## src/rtl/af_flag_pkg.sv

```systemverilog
// shared constants for the almost-full flag bus block
package af_flag_pkg;
  localparam int ADDR_W = 8;
  localparam int CNT_W = 18;
  localparam int NUM_Q = 4;
  localparam int QSEL_W = 2;
  localparam int DEV_ID_W = 3;
  localparam int WADDR_W = 5;
  localparam int NQ_W = 3;
  localparam logic [ADDR_W-1:0] ADDR_CONFIG = 8'h00;
  localparam logic [ADDR_W-1:0] ADDR_OFFSET = 8'h04;
  localparam logic [ADDR_W-1:0] ADDR_DEPTH = 8'h08;
  localparam logic [ADDR_W-1:0] ADDR_STATUS = 8'h0C;
  localparam logic [ADDR_W-1:0] ADDR_LEVEL = 8'h10;
  localparam int CFG_WMODE_LSB = 0;
  localparam int CFG_NQ_LSB = 4;
  localparam int ST_AF_LSB = 4;
  localparam int ST_FF_LSB = 5;
  localparam int ST_OWN_LSB = 6;
  localparam int ST_POLL_LSB = 7;
  localparam int ST_WQ_LSB = 8;
  localparam logic [CNT_W-1:0] OFFSET_DEF_LO = 18'h00008;
  localparam logic [CNT_W-1:0] OFFSET_DEF_HI = 18'h00080;
  localparam logic [CNT_W-1:0] DEPTH_RESET = 18'h04000;
  localparam logic [NQ_W-1:0] NQ_RESET = 3'h4;
  localparam logic [1:0] RESP_OKAY = 2'h0;
  localparam logic [1:0] RESP_SLVERR = 2'h2;
  typedef enum logic [1:0] {WIDTH_EQUAL, WIDTH_IN18_OUT9, WIDTH_IN9_OUT18} width_mode_e;
endpackage : af_flag_pkg

```

## src/rtl/strap_sync.sv

```systemverilog
// two-flop synchroniser for static strap and id pins
`timescale 1ns/1ps
module strap_sync
  import af_flag_pkg::*;
#(
  parameter int W = 1
) (
  input  wire logic         aclk,
  input  wire logic         aresetn,
  input  wire logic [W-1:0] d,
  output logic      [W-1:0] q
);
  typedef struct packed {
    logic [W-1:0] meta;
    logic [W-1:0] sync;
  } sync_state_s;

  sync_state_s r;
  sync_state_s next_r;

  always_comb begin
    next_r = r;
    next_r.meta = d;
    next_r.sync = r.meta;
    if (!aresetn) begin
      next_r.meta = d;
      next_r.sync = r.meta;
    end
  end

  always_ff @(posedge aclk) begin
    r <= next_r;
  end

  assign q = r.sync;
endmodule : strap_sync

```

## src/rtl/queue_level_tracker.sv

```systemverilog
// occupancy count and almost-full / full boundary for one queue
`timescale 1ns/1ps
module queue_level_tracker
  import af_flag_pkg::*;
(
  input  wire logic             aclk,
  input  wire logic             aresetn,
  input  wire logic             wr,
  input  wire logic             rd,
  input  wire logic             rd_sel,
  input  width_mode_e           wmode,
  input  wire logic [CNT_W-1:0] depth,
  input  wire logic [CNT_W-1:0] offset,
  output logic                  raw,
  output logic                  af_set,
  output logic                  full_next,
  output logic      [CNT_W-1:0] level
);
  typedef struct packed {
    logic [CNT_W-1:0] count;
    logic             half;
    logic             first_rd;
    logic             stage;
  } trk_state_s;

  trk_state_s r;
  trk_state_s next_r;
  logic [CNT_W-1:0] thr_af;
  logic [CNT_W-1:0] thr_ff;

  always_comb begin
    logic eq;
    logic narrow_in;
    logic extra_af;
    logic extra_ff;
    logic [CNT_W-1:0] base_af;
    logic [CNT_W-1:0] base_ff;
    logic [CNT_W-1:0] dec;
    logic [CNT_W-1:0] sum;
    eq = (wmode == WIDTH_EQUAL);
    narrow_in = (wmode == WIDTH_IN9_OUT18);
    // first word landing while read port sits on this queue goes to the output stage
    extra_af = narrow_in || (eq && r.first_rd);
    extra_ff = (eq || narrow_in) && r.first_rd;
    base_af = depth - offset + CNT_W'(extra_af);
    base_ff = depth + CNT_W'(extra_ff);
    thr_af = narrow_in ? (base_af << 1) : base_af;
    thr_ff = narrow_in ? (base_ff << 1) : base_ff;
    next_r = r;
    dec = '0;
    if (rd) begin
      if (eq) begin
        dec = CNT_W'(1);
      end else if (narrow_in) begin
        dec = CNT_W'(2);
      end else begin
        // two narrow reads drain one wide write
        dec = CNT_W'(r.half);
        next_r.half = !r.half;
      end
    end
    sum = r.count + CNT_W'(wr);
    next_r.count = (sum >= dec) ? (sum - dec) : '0;
    if (wr && r.count == '0) begin
      next_r.first_rd = rd_sel;
    end
    raw = (r.count >= thr_af);
    // extra stage makes assertion two edges late, release only one
    next_r.stage = raw;
    af_set = raw && r.stage;
    full_next = (next_r.count >= thr_ff);
    if (!aresetn) begin
      next_r = '0;
    end
  end

  always_ff @(posedge aclk) begin
    r <= next_r;
  end

  assign level = r.count;
endmodule : queue_level_tracker

```

## src/rtl/almost_full_flag_bus.sv

```systemverilog
// write-side almost-full flags, shared flag bus control and register slave
`timescale 1ns/1ps
module almost_full_flag_bus
  import af_flag_pkg::*;
(
  input  wire logic                aclk,
  input  wire logic                aresetn,
  input  wire logic                awvalid,
  output logic                     awready,
  input  wire logic [ADDR_W-1:0]   awaddr,
  input  wire logic [2:0]          awprot,
  input  wire logic                wvalid,
  output logic                     wready,
  input  wire logic [31:0]         wdata,
  input  wire logic [3:0]          wstrb,
  output logic                     bvalid,
  input  wire logic                bready,
  output logic      [1:0]          bresp,
  input  wire logic                arvalid,
  output logic                     arready,
  input  wire logic [ADDR_W-1:0]   araddr,
  input  wire logic [2:0]          arprot,
  output logic                     rvalid,
  input  wire logic                rready,
  output logic      [31:0]         rdata,
  output logic      [1:0]          rresp,
  input  wire logic                write_enable,
  input  wire logic                write_queue_load,
  input  wire logic [WADDR_W-1:0]  write_address_bus,
  input  wire logic                flag_bus_select_strobe,
  input  wire logic                read_enable,
  input  wire logic [QSEL_W-1:0]   read_queue,
  input  wire logic [DEV_ID_W-1:0] device_number_inputs,
  input  wire logic                flag_bus_mode_select,
  input  wire logic                ring_master_select,
  input  wire logic                default_offset_select,
  input  wire logic                token_in,
  output logic                     almost_full_flag_n,
  output logic                     full_flag_n,
  output logic      [NUM_Q-1:0]    almost_full_status_bus_o,
  output logic                     almost_full_status_bus_oe,
  output logic                     flag_bus_sync_pulse,
  output logic                     token_out
);
  typedef struct packed {
    logic                awready;
    logic                wready;
    logic                bvalid;
    logic [1:0]          bresp;
    logic                have_aw;
    logic                have_w;
    logic [ADDR_W-1:0]   waddr;
    logic [31:0]         wdata;
    logic [3:0]          wstrb;
    logic                arready;
    logic                rvalid;
    logic [31:0]         rdata;
    logic [1:0]          rresp;
    width_mode_e         wmode;
    logic [NQ_W-1:0]     nq;
    logic [CNT_W-1:0]    depth;
    logic [CNT_W-1:0]    offset;
    logic                off_prog;
    logic                polled;
    logic                master;
    logic                df;
    logic [DEV_ID_W-1:0] dev_id;
    logic                started;
    logic                own;
    logic                sync_p;
    logic                tok_o;
    logic [NUM_Q-1:0]    status;
    logic                af_n;
    logic                ff_n;
    logic [QSEL_W-1:0]   wq;
  } top_state_s;

  top_state_s r;
  top_state_s next_r;

  logic [2:0]          straps_s;
  logic [DEV_ID_W-1:0] dev_id_s;
  logic [NUM_Q-1:0]    wr_q;
  logic [NUM_Q-1:0]    rd_q;
  logic [NUM_Q-1:0]    rd_sel_q;
  logic [NUM_Q-1:0]    raw_q;
  logic [NUM_Q-1:0]    af_set_q;
  logic [NUM_Q-1:0]    full_next_q;
  logic [CNT_W-1:0]    level_q [NUM_Q];
  logic [CNT_W-1:0]    off_eff;

  function automatic logic is_mapped(input logic [ADDR_W-1:0] a);
    return (a == ADDR_CONFIG) || (a == ADDR_OFFSET) || (a == ADDR_DEPTH) ||
           (a == ADDR_STATUS) || (a == ADDR_LEVEL);
  endfunction : is_mapped

  function automatic logic [31:0] merge(input logic [31:0] old, input logic [31:0] nw,
                                        input logic [3:0] strb);
    logic [31:0] res;
    res = old;
    for (int b = 0; b < 4; b++) begin
      if (strb[b]) begin
        res[8*b +: 8] = nw[8*b +: 8];
      end
    end
    return res;
  endfunction : merge

  // straps are static pins and settle before reset releases
  strap_sync #(.W(3)) u_strap_sync (
    .aclk    (aclk),
    .aresetn (aresetn),
    .d       ({flag_bus_mode_select, ring_master_select, default_offset_select}),
    .q       (straps_s)
  );

  strap_sync #(.W(DEV_ID_W)) u_id_sync (
    .aclk    (aclk),
    .aresetn (aresetn),
    .d       (device_number_inputs),
    .q       (dev_id_s)
  );

  assign off_eff = r.off_prog ? r.offset : (r.df ? OFFSET_DEF_HI : OFFSET_DEF_LO);

  // every queue tracked at all times, selected or not
  for (genvar g = 0; g < NUM_Q; g++) begin : g_queue
    assign wr_q[g] = write_enable && (r.wq == QSEL_W'(g));
    assign rd_q[g] = read_enable && (read_queue == QSEL_W'(g));
    assign rd_sel_q[g] = (read_queue == QSEL_W'(g));
    queue_level_tracker u_trk (
      .aclk      (aclk),
      .aresetn   (aresetn),
      .wr        (wr_q[g]),
      .rd        (rd_q[g]),
      .rd_sel    (rd_sel_q[g]),
      .wmode     (r.wmode),
      .depth     (r.depth),
      .offset    (off_eff),
      .raw       (raw_q[g]),
      .af_set    (af_set_q[g]),
      .full_next (full_next_q[g]),
      .level     (level_q[g])
    );
  end

  always_comb begin
    logic [31:0] wv;
    logic [31:0] rv;
    wv = merge('0, r.wdata, r.wstrb);
    rv = '0;
    next_r = r;
    // write channel: address and data taken in either order
    if (awvalid && r.awready) begin
      next_r.awready = 1'b0;
      next_r.have_aw = 1'b1;
      next_r.waddr = awaddr;
    end
    if (wvalid && r.wready) begin
      next_r.wready = 1'b0;
      next_r.have_w = 1'b1;
      next_r.wdata = wdata;
      next_r.wstrb = wstrb;
    end
    if (r.have_aw && r.have_w && !r.bvalid) begin
      next_r.have_aw = 1'b0;
      next_r.have_w = 1'b0;
      next_r.bvalid = 1'b1;
      next_r.bresp = is_mapped(r.waddr) ? RESP_OKAY : RESP_SLVERR;
      case (r.waddr)
        ADDR_CONFIG: begin
          wv = merge({25'h0, r.nq, 2'h0, r.wmode}, r.wdata, r.wstrb);
          next_r.wmode = (wv[CFG_WMODE_LSB +: 2] == 2'h3) ? WIDTH_EQUAL :
                         width_mode_e'(wv[CFG_WMODE_LSB +: 2]);
          next_r.nq = wv[CFG_NQ_LSB +: NQ_W];
        end
        ADDR_OFFSET: begin
          wv = merge({14'h0000, r.offset}, r.wdata, r.wstrb);
          next_r.offset = wv[CNT_W-1:0];
          next_r.off_prog = 1'b1;
        end
        ADDR_DEPTH: begin
          wv = merge({14'h0000, r.depth}, r.wdata, r.wstrb);
          next_r.depth = wv[CNT_W-1:0];
        end
        default: begin
        end
      endcase
    end
    if (r.bvalid && bready) begin
      next_r.bvalid = 1'b0;
      next_r.awready = 1'b1;
      next_r.wready = 1'b1;
    end
    // read channel
    case (araddr)
      ADDR_CONFIG: rv[CFG_NQ_LSB +: NQ_W] = r.nq;
      ADDR_OFFSET: rv[CNT_W-1:0] = off_eff;
      ADDR_DEPTH:  rv[CNT_W-1:0] = r.depth;
      ADDR_STATUS: begin
        rv[NUM_Q-1:0] = r.status;
        rv[ST_AF_LSB] = r.af_n;
        rv[ST_FF_LSB] = r.ff_n;
        rv[ST_OWN_LSB] = r.own;
        rv[ST_POLL_LSB] = r.polled;
        rv[ST_WQ_LSB +: QSEL_W] = r.wq;
      end
      ADDR_LEVEL:  rv[CNT_W-1:0] = level_q[r.wq];
      default:     rv = '0;
    endcase
    if (araddr == ADDR_CONFIG) begin
      rv[CFG_WMODE_LSB +: 2] = r.wmode;
    end
    if (arvalid && r.arready) begin
      next_r.arready = 1'b0;
      next_r.rvalid = 1'b1;
      next_r.rdata = rv;
      next_r.rresp = is_mapped(araddr) ? RESP_OKAY : RESP_SLVERR;
    end
    if (r.rvalid && rready) begin
      next_r.rvalid = 1'b0;
      next_r.arready = 1'b1;
    end
    // a queue load and a bus strobe together carry conflicting address fields
    if (write_queue_load) begin
      next_r.wq = write_address_bus[QSEL_W-1:0];
    end
    // flag bus ownership
    next_r.started = 1'b1;
    next_r.sync_p = 1'b0;
    if (r.polled) begin
      next_r.own = (!r.started && r.master) || token_in;
      next_r.sync_p = !r.started && r.master;
    end else if (flag_bus_select_strobe) begin
      // new selection every cycle is allowed, alongside queue writes
      next_r.own = (write_address_bus[WADDR_W-1 -: DEV_ID_W] == r.dev_id);
    end
    next_r.tok_o = r.polled && next_r.own;
    for (int i = 0; i < NUM_Q; i++) begin
      // bits of unconfigured queues are parked high
      next_r.status[i] = !af_set_q[i] || (NQ_W'(i) >= r.nq);
    end
    // discrete flags use the new selection so they never lag a switch
    next_r.af_n = !af_set_q[next_r.wq];
    next_r.ff_n = !full_next_q[next_r.wq];
    if (!aresetn) begin
      next_r = '0;
      next_r.awready = 1'b1;
      next_r.wready = 1'b1;
      next_r.arready = 1'b1;
      next_r.wmode = WIDTH_EQUAL;
      next_r.nq = NQ_RESET;
      next_r.depth = DEPTH_RESET;
      next_r.status = '1;
      next_r.af_n = 1'b1;
      next_r.ff_n = 1'b1;
      next_r.polled = straps_s[2];
      next_r.master = straps_s[1];
      next_r.df = straps_s[0];
      next_r.dev_id = dev_id_s;
    end
  end

  always_ff @(posedge aclk) begin
    r <= next_r;
  end

  assign awready = r.awready;
  assign wready = r.wready;
  assign bvalid = r.bvalid;
  assign bresp = r.bresp;
  assign arready = r.arready;
  assign rvalid = r.rvalid;
  assign rdata = r.rdata;
  assign rresp = r.rresp;
  assign almost_full_flag_n = r.af_n;
  assign full_flag_n = r.ff_n;
  assign almost_full_status_bus_o = r.status;
  assign almost_full_status_bus_oe = r.own;
  assign flag_bus_sync_pulse = r.sync_p;
  assign token_out = r.tok_o;

  a_bus_assert_lat: assert property (@(posedge aclk) disable iff (!aresetn)
    ($rose(raw_q[0]) ##1 raw_q[0] && r.nq != '0) |=> !almost_full_status_bus_o[0])
    else $error("bus bit 0 not low two edges after boundary write");

  a_bus_release_lat: assert property (@(posedge aclk) disable iff (!aresetn)
    ($fell(raw_q[0]) && r.nq != '0) |=> almost_full_status_bus_o[0])
    else $error("bus bit 0 not high one edge after leaving boundary");

  a_discrete_lat: assert property (@(posedge aclk) disable iff (!aresetn)
    ($rose(raw_q[r.wq]) ##1 (raw_q[r.wq] && $stable(r.wq))) |=> !almost_full_flag_n)
    else $error("discrete almost-full not low two edges after write");

  a_discrete_match: assert property (@(posedge aclk) disable iff (!aresetn)
    (NQ_W'(r.wq) < r.nq) |-> (almost_full_flag_n == almost_full_status_bus_o[r.wq]))
    else $error("discrete flag disagrees with bus bit of active queue");

  a_direct_take: assert property (@(posedge aclk) disable iff (!aresetn)
    (!r.polled && flag_bus_select_strobe &&
     write_address_bus[WADDR_W-1 -: DEV_ID_W] == r.dev_id) |=> almost_full_status_bus_oe)
    else $error("matching strobe did not take the flag bus");

  a_direct_drop: assert property (@(posedge aclk) disable iff (!aresetn)
    (!r.polled && flag_bus_select_strobe &&
     write_address_bus[WADDR_W-1 -: DEV_ID_W] != r.dev_id) |=> !almost_full_status_bus_oe)
    else $error("bus still driven after another device selected");

  a_sync_once: assert property (@(posedge aclk) disable iff (!aresetn)
    flag_bus_sync_pulse |-> token_out ##1 !flag_bus_sync_pulse [*8])
    else $error("sync pulse not a single owned cycle");

  a_token_pass: assert property (@(posedge aclk) disable iff (!aresetn)
    (r.polled && token_in) |=> (almost_full_status_bus_oe && token_out))
    else $error("token in did not hand over the bus");

  a_offset_default: assert property (@(posedge aclk) disable iff (!aresetn)
    !r.off_prog |-> (off_eff == (straps_s[0] ? OFFSET_DEF_HI : OFFSET_DEF_LO)))
    else $error("default almost-full offset wrong");

  a_bresp_hold: assert property (@(posedge aclk) disable iff (!aresetn)
    (bvalid && !bready) |=> (bvalid && $stable(bresp)))
    else $error("write response dropped before bready");

  c_direct_take: cover property (@(posedge aclk) disable iff (!aresetn)
    !r.polled && $rose(almost_full_status_bus_oe));
  c_polled_token: cover property (@(posedge aclk) disable iff (!aresetn)
    r.polled && token_in ##1 token_out);
  c_af_low: cover property (@(posedge aclk) disable iff (!aresetn)
    $fell(almost_full_flag_n));
  c_af_release: cover property (@(posedge aclk) disable iff (!aresetn)
    $rose(almost_full_status_bus_o[0]));
endmodule : almost_full_flag_bus

```

## config.mk

```make
export PLATFORM = sky130hd
export DESIGN_NAME = almost_full_flag_bus
export DESIGN_NICKNAME = d
export VERILOG_FILES = /design/src/rtl/af_flag_pkg.sv /design/src/rtl/strap_sync.sv /design/src/rtl/queue_level_tracker.sv /design/src/rtl/almost_full_flag_bus.sv
export SDC_FILE = /design/constraint.sdc
export NUM_CORES = 1
export LEC_CHECK = 0
export CAP_MARGIN = 5
export CORE_UTILIZATION = 35
export CTS_BUF_LIST = sky130_fd_sc_hd__clkbuf_8
export CTS_CLUSTER_SIZE = 14
export DETAILED_ROUTE_END_ITERATION = 8
export DONT_BUFFER_PORTS = 1
export PLACE_DENSITY = 0.61
export SLEW_MARGIN = 40
export SYNTH_ARGS = -nofsm -noshare
export SYNTH_HDL_FRONTEND = slang
export SYNTH_SLANG_ARGS = --single-unit
export TNS_END_PERCENT = 30
```

## constraint.sdc

```tcl
create_clock -name aclk -period 8.8 [get_ports aclk]
set_clock_uncertainty 0.15 [all_clocks]
set_input_delay 1.32 -clock aclk [delete_from_list [all_inputs] [get_ports aclk]]
set_output_delay 1.32 -clock aclk [all_outputs]
set_load 0.03 [all_outputs]
```

==> flow_metrics.tcl <==
set metrics [dict create \
    cp_max_fo 19 \
    cts_sinks 212 \
    detail_route.drc_violations 0 \
    slowest_delay_ns 0.75 \
    synth_area_um2 20300 \
    critical_path_required_ns 9.21 \
    die_width_um 243 \
    dpl_cell_area_um2 20700 \
    drt_iter0_drc 1935 \
    cpMaxStageDelayCell "dfxtp_1" \
    status "completed" \
    io_pins 133 \
    worst_setup_path_end_kind "register" \
    place_hpwl_um 57400 \
    grt_max_degree 84 \
    relSlewSlack_pct 38.8 \
    nets 2837 \
    start_kind "register" \
    antenna_found_initial 2 \
    fin_crit_sh_pct 78.0 \
    setup_violations 0 \
    async_flop_share_pct 0 \
    start_util_pct 35.3 \
    power_frac_comb_pct 35.0 \
    numCtsBuffers 41 \
    min_path_type "reg -> reg" \
    synth_edf_count 6 \
    row_count 88 \
    die-area_um2 59100 \
    cts_root_buf "clkbuf_8" \
    synth_seq_cells 212 \
    drt_pass1_iterations 8 \
    portBuffers 0 \
    synth_cell_types 101 \
    utilization_pct 37.5 \
    grt-ovfl-total 0 \
    rsz0062_at_grt "false" \
    holdWs_ns 0.171 \
    synthTopCellsByArea "dfxtp_1 (20%), ha_1 (12%), xnor2_1 (6.8%)" \
    setup_slack_ns 1.93 \
    tightest_slew_ns 0.911 \
    clock_power_share_pct 28.8 \
    cp_common_cell "ha_1" \
    ys_warn_count 0 \
    swShare_pct 40.2 \
    finalSetupTns_ns 0 \
    r2r_start "r[18]$_SDFFE_PN0P_" \
    hold_viol 0 \
    final_cells 3352 \
    cts_hold_buf 0 \
    drt-total-wl_um 74400 \
    wl_per_cell_um 22.2 \
    fmax_mhz 146 \
    area_delta_synth_final_pct 5.98 \
    yosysTopAreaCellShare_pct 20.3 \
    synth_ff_type "dfxtp_1" \
    period_needed_ns 6.87 \
    first_global_vias 18428 \
    design_area_um2 21600 \
    pre_cts_ws_ns 1.54 \
    synth_top_area_cell "dfxtp_1" \
    r2r_cells 21 \
    fillers 5949 \
    slew_viol_final 0 \
    ys_seq_area_share_pct 21.2 \
    cellPowerDensity_nw_per_um2 169 \
    final-seq-area_um2 4300 \
    arrival_ns 7.28 \
    drive_gt1_share_pct 7.27 \
    clkSlewWorstSetupHoldPaths_ns 0.07 \
    dpl.cell_count 3278 \
    core_area_um2 57600 \
    internal_power_mw 2.18 \
    total_power_mw 3.65 \
    crit_chain "inv_1 > o21ai_0 > ha_1 > and2_4 > a221oi_2 > a211oi_1 > a211oi_4 > o2111ai_1 > nor4b_4 > nand2_1 > xor2_1 > mux2i_1 > ha_1 > a2111oi_0 > nand2b_1 > a311oi_1 > a222oi_1 > buf_2 > nand3_1 > o31a_1 > o22a_1" \
    gp_congestion 1.00 \
    cts_htree_levels 2 \
    max_cap_viol_count 0 \
    ir_drop_v 0.0000885 \
    p_seq_share_pct 36.2 \
    cp-startpoint "r[18]$_SDFFE_PN0P_" \
    viasPerCell 5.87 \
    p_leak_nw 8.59 \
    track_usage_pct 24.5 \
    syn_area_per_cell_um2 7.64 \
    vias 19665 \
    postCtsSetupRepairBufs 0 \
    holdPathStages 0 \
    final_antenna_net_count 0 \
    cts_resized 0 \
    insertion_delay_ns 0.65 \
    die_y_um 243 \
    worstHoldStart "u_id_sync.next_r[2]$_DFF_P_" \
    cts_tree "yes" \
    cts_buffer_depth 3 \
    power_switching_mw 1.46 \
    synthCells 2664 \
    grt_pass1_wl_um 111000 \
    multi_input_area_um2 15000 \
    crit_type "reg -> reg" \
]
[power by group through the flow]
stage          logic (mW)  clock network, mW  registers, mW
2_1_floorplan        1.05                  0           1.15
3_3_place_gp         1.22                  0           1.32
3_5_place_dp         1.25                  0           1.33
4_1_cts              1.26               1.07           1.31
5_1_grt              1.42               1.11           1.32
6_report             1.28               1.05           1.32
[synthesized netlist by cell type, drive strengths merged, types with 51 or more instances]
library cell and number:
nand4 57, a21oi 178, nor3 51, nor2 320, clkbuf 109, buf 94, o21ai 137, dfxtp 206
mux2i 90, xor2 74, ha 193, xnor2 158, nand3 119, nand2 311
[routing by layer]
metal / vias up / track usage [%] / part of all wire, %
met5: - / 0 / 0
met4: 0 / 12.1 / 5.1
met3: 180 / 3.97 / 7.6
met2: 814 / 38.0 / 44
met1: 9407 / 32.8 / 43
li1: 9264 / - / -
[final timing paths]
kind	end	slack [ns]
setup / recovery	almost_full_flag_n$_SDFF_PN1_	1.93
hold / removal	u_id_sync.q[2]$_DFF_P_	0.17
setup reg to reg	almost_full_flag_n$_SDFF_PN1_	1.93
hold reg to reg	u_id_sync.q[2]$_DFF_P_	0.17
[state kept, by name, indices dropped and copies added, names as in the netlist, 3 cells and up]
register / count
u_id_sync.q: 3
u_id_sync.next_r: 3
u_strap_sync.next_r: 3
almost_full_status_bus_o: 4
r: 82
g_queue.u_trk.r: 12
rdata: 18
u_strap_sync.q: 3
g_queue.u_trk.level: 72
[placed cells by master, fill, tap and decap left out, types with 56 or more instances in the layout]
master,count
a21oi_1,177
dfxtp_1,206
ha_1,193
inv_1,56
mux2i_1,90
nand2_1,309
nand3_1,119
nand4_1,56
nor2_1,317
o21ai_0,133
xnor2_1,158
xor2_1,74
[cells by family (layout without fill, tap and decap cells)]
group                      after synthesis  after routing  share of synthesized area [%]
buffers and inverters                  254            160                           5.91
adders and majority gates              198            198                           12.4
DFF                                    212            212                           21.2
other                                    1             18                         0.0184
muxes                                  116            116                           6.88
and+or+nand+nor                       1098           1098                           26.3
AOI/OAI and AO/OA                      553            553                           17.4
xor gates and xnor gates               232            232                           9.99
[layout make-up]
type	count	area share (%)
multi-input cells	2213	69.4
flip-flops and latches	212	20.0
well taps	765	4.44
clock buffers	49	3.13
repair buffers	37	1.28
inverters	51	0.893
clock inverters	23	0.888
diodes	2	0.0232
[worst max-delay path: cells and delay by family (launching register included)]
kind	cells	cell delay [ns]
compound gates	10	3.26
simple gates	5	1.18
flops	1	0.75
fa+ha+maj	2	0.72
buf+inv	2	0.40
xor+xnor	1	0.21
mux	1	0.11
No activity file was read; power rests on OpenSTA's default activity.
